--- src/tcc_cfg.svh ---
// register map, field positions and reset values of the timer control core
`ifndef TCC_CFG_SVH
`define TCC_CFG_SVH

`define TCC_ADDR_W 5
`define TCC_OFS_CLK 5'h00
`define TCC_OFS_CTL 5'h04
`define TCC_OFS_MAX 5'h08
`define TCC_OFS_CNT 5'h0C
`define TCC_OFS_STS 5'h10

`define TCC_CLK_SRC_LSB 0
`define TCC_CLK_SRC_MSB 2
`define TCC_CLK_DIV_LSB 4
`define TCC_CLK_DIV_MSB 7
`define TCC_CLK_DBG_BIT 8

`define TCC_CTL_EN_BIT 0
`define TCC_CTL_PRESET_BIT 1
`define TCC_CTL_RUN_BIT 2
`define TCC_CTL_ONESHOT_BIT 3
`define TCC_CTL_MODE_LSB 4
`define TCC_CTL_MODE_MSB 5
`define TCC_CTL_MAX_LOAD_PENDING_BIT 8

`define TCC_STS_ACTIVE_BIT 0
`define TCC_STS_UP_BIT 1

`define TCC_MAX_RESET 16'hFFFF
`define TCC_CNT_RESET 16'h0000
`define TCC_SRC_RESET 3'h0
`define TCC_DIV_RESET 4'h0
`define TCC_DIV_BYPASS 4'hF
`define TCC_DIV_LOW_LIMIT 4'h8
`define TCC_PRESCALE_W 15

`endif

--- src/tcc_pkg.sv ---
// types shared by the timer control core
package tcc_pkg;

	typedef enum logic [1:0] {
		TCC_MODE_UP = 2'h0,
		TCC_MODE_DOWN = 2'h1,
		TCC_MODE_UPDOWN = 2'h2,
		TCC_MODE_RSVD = 2'h3
	} tcc_mode_t;

	typedef enum logic [2:0] {
		TCC_SRC_IRC = 3'h0,
		TCC_SRC_LOW = 3'h1,
		TCC_SRC_HIGH = 3'h2,
		TCC_SRC_EXTOSC = 3'h3,
		TCC_SRC_PIN0 = 3'h4,
		TCC_SRC_PIN1 = 3'h5,
		TCC_SRC_PIN0_INV = 3'h6,
		TCC_SRC_PIN1_INV = 3'h7
	} tcc_src_t;

endpackage : tcc_pkg

--- src/tcc_clk_src.sv ---
// source selection, edge detection and power-of-two prescaler
`timescale 1ns/10ps
`default_nettype none
`include "tcc_cfg.svh"
module tcc_clk_src (
	input wire logic clk,
	input wire logic rst_n,
	input wire logic [5:0] src_sync,
	input wire tcc_pkg::tcc_src_t src_sel,
	input wire logic [3:0] div_sel,
	input wire logic gate_on,
	output logic count_tick
);

	logic [5:0] src_prev;
	logic [5:0] next_src_prev;
	logic [`TCC_PRESCALE_W-1:0] pre;
	logic [`TCC_PRESCALE_W-1:0] next_pre;
	logic tick;
	logic next_tick;
	logic [5:0] rise;
	logic [5:0] fall;
	logic src_edge;
	logic [3:0] eff_div;
	logic [`TCC_PRESCALE_W-1:0] mask;

	always_comb begin
		rise = src_sync & ~src_prev;
		fall = ~src_sync & src_prev;
		case (src_sel)
			tcc_pkg::TCC_SRC_IRC: src_edge = rise[0];
			tcc_pkg::TCC_SRC_LOW: src_edge = rise[1];
			tcc_pkg::TCC_SRC_HIGH: src_edge = rise[2];
			tcc_pkg::TCC_SRC_EXTOSC: src_edge = rise[3];
			tcc_pkg::TCC_SRC_PIN0: src_edge = rise[4];
			tcc_pkg::TCC_SRC_PIN1: src_edge = rise[5];
			tcc_pkg::TCC_SRC_PIN0_INV: src_edge = fall[4];
			tcc_pkg::TCC_SRC_PIN1_INV: src_edge = fall[5];
			default: src_edge = 1'b0;
		endcase
		// only the two fast oscillators and the slow one are divided
		case (src_sel)
			tcc_pkg::TCC_SRC_IRC,
			tcc_pkg::TCC_SRC_HIGH: eff_div = div_sel;
			tcc_pkg::TCC_SRC_LOW: begin
				if (div_sel > `TCC_DIV_LOW_LIMIT) begin
					eff_div = 4'h0;
				end else begin
					eff_div = div_sel;
				end
			end
			default: eff_div = 4'h0;
		endcase
		mask = `TCC_PRESCALE_W'((16'h0001 << eff_div) - 16'h0001);
		next_src_prev = src_sync;
		next_pre = pre;
		next_tick = 1'b0;
		if (!gate_on) begin
			next_pre = '0;
		end else if (src_edge) begin
			if ((pre & mask) == mask) begin
				next_pre = '0;
				next_tick = 1'b1;
			end else begin
				next_pre = pre + `TCC_PRESCALE_W'(1);
			end
		end
	end

	always_ff @(posedge clk) begin
		if (!rst_n) begin
			src_prev <= 6'h00;
			pre <= '0;
			tick <= 1'b0;
		end else begin
			src_prev <= next_src_prev;
			pre <= next_pre;
			tick <= next_tick;
		end
	end

	assign count_tick = tick;

endmodule : tcc_clk_src
`default_nettype wire

--- src/tcc_sync.sv ---
// two-flop synchroniser, one per bit
`timescale 1ns/10ps
`default_nettype none
module tcc_sync #(
	parameter int WIDTH = 6
) (
	input wire logic clk,
	input wire logic rst_n,
	input wire logic [WIDTH-1:0] async_in,
	output logic [WIDTH-1:0] sync_out
);

	if (WIDTH < 1) begin : g_bad_width
		$error("tcc_sync needs at least one bit");
	end

	for (genvar i = 0; i < WIDTH; i++) begin : g_bit
		logic meta;
		logic stable;
		always_ff @(posedge clk) begin
			if (!rst_n) begin
				meta <= 1'b0;
				stable <= 1'b0;
			end else begin
				meta <= async_in[i];
				stable <= meta;
			end
		end
		assign sync_out[i] = stable;
	end

endmodule : tcc_sync
`default_nettype wire

--- src/tcc_top.sv ---
// timer channel control core: registers, clock gate and 16-bit counter
//
// Overview of operation
// debug_clock_keep 1 keeps the count clock in debug mode; 0 withholds it.
// clock_source_select picks one of four oscillators or two pins, optionally inverted.
// divider 2^n for internal and high-speed sources; low-speed up to 1/256.
// sources absent from this device can never be selected.
// max_load_pending reads 1 while a new MAX is being loaded.
// count_direction_mode: up, down, up/down; value 3 reserved.
// single_pass_select 1 runs once, 0 repeats.
// writing run 1 starts counting if enable is or becomes 1.
// writing run 0 while running halts counting.
// one-shot end at MAX or zero clears run by hardware.
// reinitialise in up or up/down mode clears counter to zero.
// reinitialise in down mode loads counter with MAX.
// reinitialise bit reads 1 while reinitialisation is in progress.
// channel_enable starts and stops the channel clock supply.
// reinitialise and start work only with channel_enable at 1.
// 16-bit MAX register, read/write, resets to all ones.
// software keeps MAX steady during one-shot counting.
// software sets enable before writing MAX and holds it meanwhile.
// software never programs MAX to zero.
// read-only counter value register resets to zero.
// counter_active reads 1 while counting, 0 when idle.
// direction status reads 1 counting up, 0 down; resets to 1.
// reserved bits of clock and counter control read zero.
`timescale 1ns/10ps
`default_nettype none
`include "tcc_cfg.svh"
module tcc_top #(
	parameter logic [7:0] SRC_PRESENT = 8'hFF
) (
	input wire logic clk,
	input wire logic rst_n,
	input wire logic [`TCC_ADDR_W-1:0] avs_address,
	input wire logic avs_read,
	input wire logic avs_write,
	input wire logic [31:0] avs_writedata,
	input wire logic [3:0] avs_byteenable,
	output logic [31:0] avs_readdata,
	output logic avs_waitrequest,
	input wire logic internal_rc_osc,
	input wire logic low_speed_osc,
	input wire logic high_speed_osc,
	input wire logic external_osc_input,
	input wire logic ext_clock_pin_0,
	input wire logic ext_clock_pin_1,
	input wire logic debug_mode,
	output logic count_clock_tick,
	output logic counter_at_max,
	output logic counter_at_zero
);

	// reset source must exist, otherwise clock_source_select resets to an absent source
	if (SRC_PRESENT[0] != 1'b1) begin : g_bad_src
		$error("tcc_top: clock source 0 must be present");
	end
	// bus handshake state
	logic ack;
	logic next_ack;
	logic [31:0] rdata;
	logic [31:0] next_rdata;
	// control registers
	logic debug_clock_keep;
	logic next_debug_clock_keep;
	logic [3:0] clock_divide_select;
	logic [3:0] next_clock_divide_select;
	tcc_pkg::tcc_src_t clock_source_select;
	tcc_pkg::tcc_src_t next_clock_source_select;
	tcc_pkg::tcc_mode_t count_direction_mode;
	tcc_pkg::tcc_mode_t next_count_direction_mode;
	logic single_pass_select;
	logic next_single_pass_select;
	logic channel_enable;
	logic next_channel_enable;
	logic run;
	logic next_run;
	logic preset_pending;
	logic next_preset_pending;
	logic [15:0] max_value;
	logic [15:0] next_max_value;
	logic max_load_pending;
	logic next_max_load_pending;
	// counter state
	logic [15:0] max_active;
	logic [15:0] next_max_active;
	logic [15:0] counter_value;
	logic [15:0] next_counter_value;
	logic count_up;
	logic next_count_up;
	logic hit_max;
	logic next_hit_max;
	logic hit_zero;
	logic next_hit_zero;
	// decode and helpers
	logic wr_take;
	logic rd_take;
	logic wr_clk;
	logic wr_ctl;
	logic wr_max;
	logic [15:0] wdata;
	logic en_after;
	logic [5:0] src_sync;
	logic gate_on;
	logic tick;
	logic [2:0] new_src;
	logic [1:0] new_mode;
	logic [15:0] clk_reg;
	logic [15:0] ctl_reg;
	logic [15:0] sts_reg;
	logic hw_stop;
	logic [15:0] cnt_inc;
	logic [15:0] cnt_dec;

	tcc_sync #(
		.WIDTH(6)
	) u_sync (
		.clk(clk),
		.rst_n(rst_n),
		.async_in({ext_clock_pin_1, ext_clock_pin_0, external_osc_input,
			high_speed_osc, low_speed_osc, internal_rc_osc}),
		.sync_out(src_sync)
	);
	// count clock only flows while enabled and, in debug, when allowed
	assign gate_on = channel_enable & (~debug_mode | debug_clock_keep);

	tcc_clk_src u_clk_src (
		.clk(clk),
		.rst_n(rst_n),
		.src_sync(src_sync),
		.src_sel(clock_source_select),
		.div_sel(clock_divide_select),
		.gate_on(gate_on),
		.count_tick(tick)
	);
	// one wait state: a write is taken on the edge where ack is high, a read on the edge where ack is low
	assign avs_waitrequest = (avs_read | avs_write) & ~ack;
	assign wr_take = avs_write & ack;
	assign rd_take = avs_read & ~ack;
	assign wdata = avs_writedata[15:0];
	assign wr_clk = wr_take && (avs_address == `TCC_OFS_CLK);
	assign wr_ctl = wr_take && (avs_address == `TCC_OFS_CTL);
	assign wr_max = wr_take && (avs_address == `TCC_OFS_MAX);
	assign new_src = wdata[`TCC_CLK_SRC_MSB:`TCC_CLK_SRC_LSB];
	assign new_mode = wdata[`TCC_CTL_MODE_MSB:`TCC_CTL_MODE_LSB];
	assign en_after = (wr_ctl && avs_byteenable[0]) ?
		wdata[`TCC_CTL_EN_BIT] : channel_enable;
	// read images; unlisted bits stay zero
	always_comb begin
		clk_reg = 16'h0000;
		clk_reg[`TCC_CLK_SRC_MSB:`TCC_CLK_SRC_LSB] = clock_source_select;
		clk_reg[`TCC_CLK_DIV_MSB:`TCC_CLK_DIV_LSB] = clock_divide_select;
		clk_reg[`TCC_CLK_DBG_BIT] = debug_clock_keep;
		ctl_reg = 16'h0000;
		ctl_reg[`TCC_CTL_EN_BIT] = channel_enable;
		ctl_reg[`TCC_CTL_PRESET_BIT] = preset_pending;
		ctl_reg[`TCC_CTL_RUN_BIT] = run;
		ctl_reg[`TCC_CTL_ONESHOT_BIT] = single_pass_select;
		ctl_reg[`TCC_CTL_MODE_MSB:`TCC_CTL_MODE_LSB] = count_direction_mode;
		ctl_reg[`TCC_CTL_MAX_LOAD_PENDING_BIT] = max_load_pending;
		sts_reg = 16'h0000;
		sts_reg[`TCC_STS_ACTIVE_BIT] = run;
		sts_reg[`TCC_STS_UP_BIT] = count_up;
	end
	// bus answer
	always_comb begin
		next_ack = (avs_read | avs_write) & ~ack;
		next_rdata = rdata;
		if (rd_take) begin
			case (avs_address)
				`TCC_OFS_CLK: next_rdata = {16'h0000, clk_reg};
				`TCC_OFS_CTL: next_rdata = {16'h0000, ctl_reg};
				`TCC_OFS_MAX: next_rdata = {16'h0000, max_value};
				`TCC_OFS_CNT: next_rdata = {16'h0000, counter_value};
				`TCC_OFS_STS: next_rdata = {16'h0000, sts_reg};
				default: next_rdata = 32'h00000000;
			endcase
		end
	end
	// clock control register
	always_comb begin
		next_debug_clock_keep = debug_clock_keep;
		next_clock_divide_select = clock_divide_select;
		next_clock_source_select = clock_source_select;
		if (wr_clk && avs_byteenable[0]) begin
			next_clock_divide_select =
				wdata[`TCC_CLK_DIV_MSB:`TCC_CLK_DIV_LSB];
			// an absent source is never taken
			if (SRC_PRESENT[new_src]) begin
				next_clock_source_select = tcc_pkg::tcc_src_t'(new_src);
			end
		end
		if (wr_clk && avs_byteenable[1]) begin
			next_debug_clock_keep = wdata[`TCC_CLK_DBG_BIT];
		end
	end
	// counter control register and max value loading
	always_comb begin
		next_channel_enable = channel_enable;
		next_single_pass_select = single_pass_select;
		next_count_direction_mode = count_direction_mode;
		next_preset_pending = 1'b0;
		next_run = run & ~hw_stop;
		next_max_value = max_value;
		next_max_load_pending = max_load_pending;
		next_max_active = max_active;
		// the count clock hands a pending MAX to the counter
		if (max_load_pending && tick) begin
			next_max_active = max_value;
			next_max_load_pending = 1'b0;
		end
		// writes are refused while a previous MAX is still loading
		if (wr_max && !max_load_pending) begin
			if (avs_byteenable[0]) begin
				next_max_value[7:0] = wdata[7:0];
			end
			if (avs_byteenable[1]) begin
				next_max_value[15:8] = wdata[15:8];
			end
			next_max_load_pending = avs_byteenable[0] | avs_byteenable[1];
		end
		if (wr_ctl && avs_byteenable[0]) begin
			next_channel_enable = wdata[`TCC_CTL_EN_BIT];
			next_single_pass_select = wdata[`TCC_CTL_ONESHOT_BIT];
			if (new_mode != tcc_pkg::TCC_MODE_RSVD) begin
				next_count_direction_mode = tcc_pkg::tcc_mode_t'(new_mode);
			end
			// start wins over a same-cycle hardware stop
			if (wdata[`TCC_CTL_RUN_BIT] && en_after) begin
				next_run = 1'b1;
			end else if (!wdata[`TCC_CTL_RUN_BIT]) begin
				next_run = 1'b0;
			end
			if (wdata[`TCC_CTL_PRESET_BIT] && en_after) begin
				next_preset_pending = 1'b1;
			end
		end
	end
	// neighbouring count values in either direction
	assign cnt_inc = counter_value + 16'h0001;
	assign cnt_dec = counter_value - 16'h0001;

	// counter datapath
	always_comb begin
		next_counter_value = counter_value;
		next_count_up = count_up;
		next_hit_max = 1'b0;
		next_hit_zero = 1'b0;
		hw_stop = 1'b0;
		if (preset_pending) begin
			if (count_direction_mode == tcc_pkg::TCC_MODE_DOWN) begin
				next_counter_value = max_active;
				next_count_up = 1'b0;
			end else begin
				next_counter_value = 16'h0000;
				next_count_up = 1'b1;
			end
		end else if (tick && run) begin
			case (count_direction_mode)
				tcc_pkg::TCC_MODE_UP: begin
					next_count_up = 1'b1;
					if (counter_value >= max_active) begin
						next_counter_value = 16'h0000;
						next_hit_zero = 1'b1;
					end else begin
						next_counter_value = cnt_inc;
						if (cnt_inc == max_active) begin
							next_hit_max = 1'b1;
							hw_stop = single_pass_select;
						end
					end
				end
				tcc_pkg::TCC_MODE_DOWN: begin
					next_count_up = 1'b0;
					if (counter_value == 16'h0000) begin
						next_counter_value = max_active;
						next_hit_max = 1'b1;
					end else begin
						next_counter_value = cnt_dec;
						if (cnt_dec == 16'h0000) begin
							next_hit_zero = 1'b1;
							hw_stop = single_pass_select;
						end
					end
				end
				tcc_pkg::TCC_MODE_UPDOWN: begin
					if (count_up) begin
						if (counter_value >= max_active) begin
							next_counter_value = cnt_dec;
							next_count_up = 1'b0;
						end else begin
							next_counter_value = cnt_inc;
							if (cnt_inc == max_active) begin
								next_hit_max = 1'b1;
								next_count_up = 1'b0;
							end
						end
					end else begin
						if (counter_value == 16'h0000) begin
							next_counter_value = cnt_inc;
							next_count_up = 1'b1;
						end else begin
							next_counter_value = cnt_dec;
							if (cnt_dec == 16'h0000) begin
								next_hit_zero = 1'b1;
								next_count_up = 1'b1;
								hw_stop = single_pass_select;
							end
						end
					end
				end
				default: next_counter_value = counter_value;
			endcase
		end
		// outside up/down counting the status follows the mode
		if (!preset_pending
			&& count_direction_mode != tcc_pkg::TCC_MODE_UPDOWN) begin
			next_count_up = (count_direction_mode != tcc_pkg::TCC_MODE_DOWN);
		end
	end

	always_ff @(posedge clk) begin
		if (!rst_n) begin
			ack <= 1'b0;
			rdata <= 32'h00000000;
			debug_clock_keep <= 1'b0;
			clock_divide_select <= `TCC_DIV_RESET;
			clock_source_select <= tcc_pkg::tcc_src_t'(`TCC_SRC_RESET);
			count_direction_mode <= tcc_pkg::TCC_MODE_UP;
			single_pass_select <= 1'b0;
			channel_enable <= 1'b0;
			run <= 1'b0;
			preset_pending <= 1'b0;
			max_value <= `TCC_MAX_RESET;
			max_load_pending <= 1'b0;
			max_active <= `TCC_MAX_RESET;
			counter_value <= `TCC_CNT_RESET;
			count_up <= 1'b1;
			hit_max <= 1'b0;
			hit_zero <= 1'b0;
		end else begin
			ack <= next_ack;
			rdata <= next_rdata;
			debug_clock_keep <= next_debug_clock_keep;
			clock_divide_select <= next_clock_divide_select;
			clock_source_select <= next_clock_source_select;
			count_direction_mode <= next_count_direction_mode;
			single_pass_select <= next_single_pass_select;
			channel_enable <= next_channel_enable;
			run <= next_run;
			preset_pending <= next_preset_pending;
			max_value <= next_max_value;
			max_load_pending <= next_max_load_pending;
			max_active <= next_max_active;
			counter_value <= next_counter_value;
			count_up <= next_count_up;
			hit_max <= next_hit_max;
			hit_zero <= next_hit_zero;
		end
	end

	assign avs_readdata = rdata;
	assign count_clock_tick = tick;
	assign counter_at_max = hit_max;
	assign counter_at_zero = hit_zero;

endmodule : tcc_top
`default_nettype wire

--- config.mk ---
export PLATFORM = sky130hd
export DESIGN_NAME = tcc_top
export DESIGN_NICKNAME = d
export VERILOG_FILES = /design/src/tcc_pkg.sv /design/src/tcc_clk_src.sv /design/src/tcc_sync.sv /design/src/tcc_top.sv
export VERILOG_INCLUDE_DIRS = /design/src
export SDC_FILE = /design/constraint.sdc
export NUM_CORES = 1
export LEC_CHECK = 0
export BUFFER_PORTS_ARGS = -buffer_cell sky130_fd_sc_hd__buf_2
export CAP_MARGIN = 20
export CORE_MARGIN = 2
export CORE_UTILIZATION = 55
export CTS_CLUSTER_DIAMETER = 30
export DETAILED_ROUTE_END_ITERATION = 6
export GPL_ROUTABILITY_DRIVEN = 0
export PLACE_DENSITY_LB_ADDON = 0.1
export SLEW_MARGIN = 30
export SYNTH_ARGS = -nofsm -noshare
export SYNTH_HDL_FRONTEND = slang
export SYNTH_HIERARCHICAL = 1
export SYNTH_SLANG_ARGS = --single-unit
--- constraint.sdc ---
create_clock -name clk -period 5.5 [get_ports clk]
set_input_delay 0 -clock clk [delete_from_list [all_inputs] [get_ports clk]]
set_output_delay 0 -clock clk [all_outputs]
set_load 0.01 [all_outputs]
======== After elaboration in Yosys (flattened, before gate mapping) ========
Memories as Yosys holds them, arrays and structs flattened.
Index checks and enable logic that the tools add are counted.
operators by class
  bitwise logic cells ..................... 18
  multiplexer cells ....................... 50
  reductions and logical operators ........ 35
  add/subtract/negate cells ............... 4
  shift-type cells ........................ 1
  eq/ne operators ......................... 18
  $lt $le $gt $ge ......................... 3
operators by type and width
  operator                                                               count
  16-bit two-way mux                                                     8
  16-bit case mux with 5 select lines                                    1
  16-bit case mux with 3 select lines                                    1
  16-bit logical NOT                                                     2
  1-bit two-way mux                                                      32
  16-bit by 1-bit adder with 16-bit output, second input constant        1
  16-bit equality test                                                   1
  16-bit greater-or-equal comparator                                     1
  2-bit AND reduction                                                    8
  16-bit by 1-bit subtractor with 16-bit output, second input constant   1
  15-bit by 1-bit adder with 15-bit output, second input constant        1
  15-bit AND                                                             1
  15-bit equality test                                                   1
  15-bit two-way mux                                                     1
  1-bit by 4-bit left shift with 15-bit output, first input constant     1
  15-bit by 1-bit subtractor with 15-bit output, second input constant   1
  6-bit AND                                                              2
  3-bit equality test, second input constant                             4
  1-bit logical AND                                                      12
  6-bit inverter                                                         2
  1-bit case mux with 3 select lines                                     4
  5-bit by 4-bit equality test with 1-bit output, second input constant  2
  1-bit case mux with 8 select lines                                     1
  4-bit case mux with 2 select lines                                     1
  25 further kinds                                                       39
storage, ports and cells
  memories ................................ 1
  bits in read-only memories .............. 8
  input port bits ......................... 52
  bits in registers ....................... 133
  output and inout port bits .............. 36
memories
  memory            depth  bits a word  rd ports  clocked after memory_dff  write ports  line            source
  (name not given)  8      1            1         0                         0            tcc_top.sv:189  if (SRC_PRESENT[new_src]) begin

======== Logic depth before layout (Yosys ltp) ========
  depth after elaboration ................. 13
  mapped depth ............................ 12
  mapped depth without buffers ............ 9

======== Cells and area by module ========
Netlist, hierarchy kept.
by module, submodules not included
  module       area each (um^2)  instances  cells an instance
  tcc_top      6068.3            1          766
  tcc_clk_src  1766.7            1          206
  tcc_sync     381.6             1          31

======== Worst setup path after synthesis ========
Ideal clock, no wire load.
  kind .................................... register -> register
  start ................................... register clock_source_select[1]
  end ..................................... register u_clk_src.pre[14]
  period minus slack after synthesis ...... 3.209 ns
  setup slack ............................. 2.291 ns
  setup time .............................. 0.139 ns
  cell stages (with the launch flop) ...... 12
  path buffers ............................ 3
  data arrival time ....................... 3.071 ns
  cell sequence ........................... dfxtp_1 -> clkbuf_1 -> a211o_2 -> or4b_2 -> ha_1 -> buf_4 -> o21a_1 -> and4b_1 -> a211o_1 -> nor4_4 -> buf_6 -> a211oi_1
between the ends
  word-level cells in the longest chain between the ends .. 8
RTL lines
  item                                                                                        line                                  source
  start, declared                                                                             tcc_top.sv:68                         tcc_pkg::tcc_src_t clock_source_select;
  start signal, assigned                                                                      tcc_top.sv:328                        clock_source_select <= tcc_pkg::tcc_src_t'(`TCC_SRC_RESET);
  start signal, assigned                                                                      tcc_top.sv:346                        clock_source_select <= next_clock_source_select;
  3-bit by 2-bit equality test with 1-bit output / 3-bit logical NOT (equally long branches)  tcc_clk_src.sv:30, tcc_clk_src.sv:42
  2-bit OR reduction                                                                          tcc_clk_src.sv:42                     case (src_sel)
  4-bit case mux with 2 select lines                                                          tcc_clk_src.sv:42
  1-bit by 4-bit left shift with 15-bit output                                                tcc_clk_src.sv:54                     mask = `TCC_PRESCALE_W'((16'h0001 << eff_div) - 16'h0001);
  15-bit by 1-bit subtractor with 15-bit output                                               tcc_clk_src.sv:54
  15-bit AND                                                                                  tcc_clk_src.sv:61                     if ((pre & mask) == mask) begin
  15-bit equality test                                                                        tcc_clk_src.sv:61
  15-bit two-way mux                                                                          tcc_clk_src.sv:61
  end signal, assigned                                                                        tcc_clk_src.sv:77                     pre <= next_pre;
  end, declared                                                                               tcc_clk_src.sv:17                     logic [`TCC_PRESCALE_W-1:0] pre;
Parallel ways exist; a longest one is shown, timed or not.
A chain may end at the register's enable or synchronous reset.

======== Final worst setup path ========
  start ................................... register clock_source_select[0]
  end ..................................... register u_clk_src.pre[3]
Same word-level chain as after synthesis.

==> metrics <==
run status=completed; post-cts sizing count=0; nature of the critical path endpoint=register; Clk Latency, worst-skew pair=0.43 ns; number of synthesized flops with an enable pin=0; setup bufs post-CTS=0; wirelength, routed=24.04 mm; CTS Root Cell=clkbuf_16; CP Class=register to register; CP arrival=4.12 ns; CTS Hold Bufs=28; synthesized flop and latch total=between 100 and 150; CTS tree=yes; top achievable clock speed=259.4 MHz; ys flop type=dfxtp_1; first-pass GRT wire length=38.31 mm; min cycle time layout=3.854 ns; vias in the first global route=7,096; R2R Path Start=clock_source_select[0]; Nets=1,104; reg2reg end=u_clk_src/pre[3]; Setup Skew=0.01009 ns; M3 GR Usage=6.415%; Worst VDD drop=212.9 uV; mapped cell area=8217 um2; Rows=44; Iteration-0 DRC Markers=around 940; Clock Tree Buf Depth=2; HP Start=avs_address[4]; grt ovf=0; largest net degree at the start of global routing=69; RSZ-0062 raised after global routing=no; Max-Cap Viols=0; number of I/O pins=88; port bufs=53; CP Max Fanout=15; CP startpoint=clock_source_select[0]; Post-Layout Cell Count=1,223; H-tree lvl count=4; # placed instances=~1,200; Most Used Layer, Global Route=met2; Max-slew headroom=37.28%; Core Box Area=14,590 um2; Avg Cell Area, Syn=8.192 um2; # diodes=0; TNS Setup=0 ns; Clock transition at path regs=0.06 ns; PnR Total Power=0.002106 W; Worst R2R Path Depth=8; CTS buffer count=17; cell taking the most area after synthesis=dfxtp_1; gr usage total=30.07%; initial antenna violation count=0; HPWL Detailed=16.27 mm; GR Util met1=a little over two fifths; clk sinks=117; YS warnings=6; Syn Inst Count=roughly 1,000; Worst Tran Pin Value=0.9338 ns; LEAKAGE=3.806 nW; final hold viol count=0; async set-reset flop share out of synthesis=0%; DP Area=8277 um2; PD cells=229.7 nW/um2; grt met2 use=~45%; height of the die=between 100 and 150 um; drt first pass iters=6; r2r setup slk=1.65 ns; Slew Viols, Final=0; Design Area, Final=9170 um2; fin crit share=70.08%; hold path depth=5; Area contributors post-synth=dfxtp_1, nand2_1, ha_1; layout cells sized above 1=14.73%; top-area cell type share of the netlist area=~29%; element type at the critical path start=register; sequential share of the synthesized area=28.51%; final core utilization=62.86%; initial core utilization=56.32%; Layout area overhead=11.60%; via count=roughly 7,700; die footprint=15,930 um2; DIE WIDTH=126.2 um; Detail Route Antenna Nets=0; vias per cell=6.325; DR DRC count=0; Distinct cells, synth=94; final setup violation count=0; CP required=roughly 5.8 ns; routed len/inst=19.66 um; min-delay worst type=primary input to register; CP Capture Point=u_clk_src/pre[3]
==> cell usage in the layout (no fill, tap or decap), types with 5 or more instances in the layout <==
cell type,instances
dfxtp_1,117
nand2_1,98
nor2_1,78
buf_2,53
a21oi_1,45
inv_1,40
xnor2_1,35
nand3_1,32
o21ai_0,32
mux2i_1,29
dlygate4sd3_1,28
ha_1,26
a22oi_1,25
a211oi_1,24
xor2_1,22
nand4_1,21
o211ai_1,21
nor3_1,17
clkbuf_16,17
conb_1,16
nor4_1,15
nor2b_1,14
and2_1,13
mux2_2,13
a31oi_1,11
or3_1,9
o22ai_1,9
and2_2,9
a22o_1,9
mux4_2,8
o21a_1,7
buf_4,7
nand2b_1,6
and3_1,5
o32ai_1,5
==> layer usage <==
metal  wire, um  part of all wire (%)
met2      10530                    44
met5          0                     0
met3       2157                   9.0
met1      10910                    45
met4        442                   1.8
==> synthesized netlist by cell type, drive strengths merged (24+ instances only) <==
cell	instances
a211oi	27
a21oi	47
a22oi	25
and2	24
buf	47
clkbuf	49
dfxtp	117
ha	26
inv	42
mux2i	29
nand2	98
nand3	33
nor2	78
o21ai	34
xnor2	35
==> worst min path at each step <==
stage,to,slack [ns]
after floorplan,max_value[0],0.13
after global placement,max_value[15],0.21
after detailed placement,max_value[15],0.22
after CTS,debug_clock_keep,0.08
after global routing,debug_clock_keep,0.12
final,debug_clock_keep,0.09
==> final cells by class <==
type,count,area (um2)
Sequential cell,117,2342
Fill cell,1285,5419
Clock inverter,15,180.2
Timing Repair Buffer,88,598.1
Multi-Input combinational cell,759,5230
Tap cell,184,230.2
Inverter,43,163.9
Clock buffer,17,425.4
==> power breakdown <==
part	total [W]	switching, W	internal, W
registers	0.000860	0.00000441	0.000856
clock network	0.00114	0.000430	0.000714
logic	0.000101	0.0000564	0.0000450
==> flip-flops by register name (all words and copies together) (netlist names), 2 cells and up <==
signal	count
avs_readdata	16
clock_divide_select	4
clock_source_select	3
count_direction_mode	2
counter_value	16
max_active	16
max_value	16
u_clk_src/pre	15
u_clk_src/src_prev	6
u_sync/g_bit.meta	6
u_sync/g_bit.stable	6
==> kinds of logic (layout without fill, tap and decap cells) <==
kind of cell | after synthesis | in the layout | synth area share, %
muxes | 50 | 50 | 7.507
DFF | 117 | 117 | 28.51
other | 1 | 16 | 0.04564
adders and majority gates | 26 | 26 | 3.959
buffers and inverters | 142 | 163 | 8.634
AOI/OAI and AO/OA | 250 | 250 | 21.87
and+or+nand+nor | 357 | 357 | 22.58
xor gates and xnor gates | 60 | 60 | 6.898
==> through the flow <==
| step | setup WS (ns) | hold slack [ns] |
|---|---|---|
| floorplan | 2.291 | 0.1251 |
| global placement | 1.707 | 0.2106 |
| detailed placement | 1.678 | 0.2156 |
| CTS | 1.653 | 0.08178 |
| global route | 1.423 | 0.1185 |
| finish | 1.646 | 0.08835 |
==> worst max-delay path, stage by stage (launching register included) <==
cell	delay, ns
dfxtp_1	0.49
a211o_2	0.47
or4b_2	0.63
ha_1	0.36
o21a_1	0.20
and4b_1	0.18
a211o_1	0.31
nor4_4	0.83
a221oi_1	0.21
No activity file was read; power rests on OpenSTA's default activity.
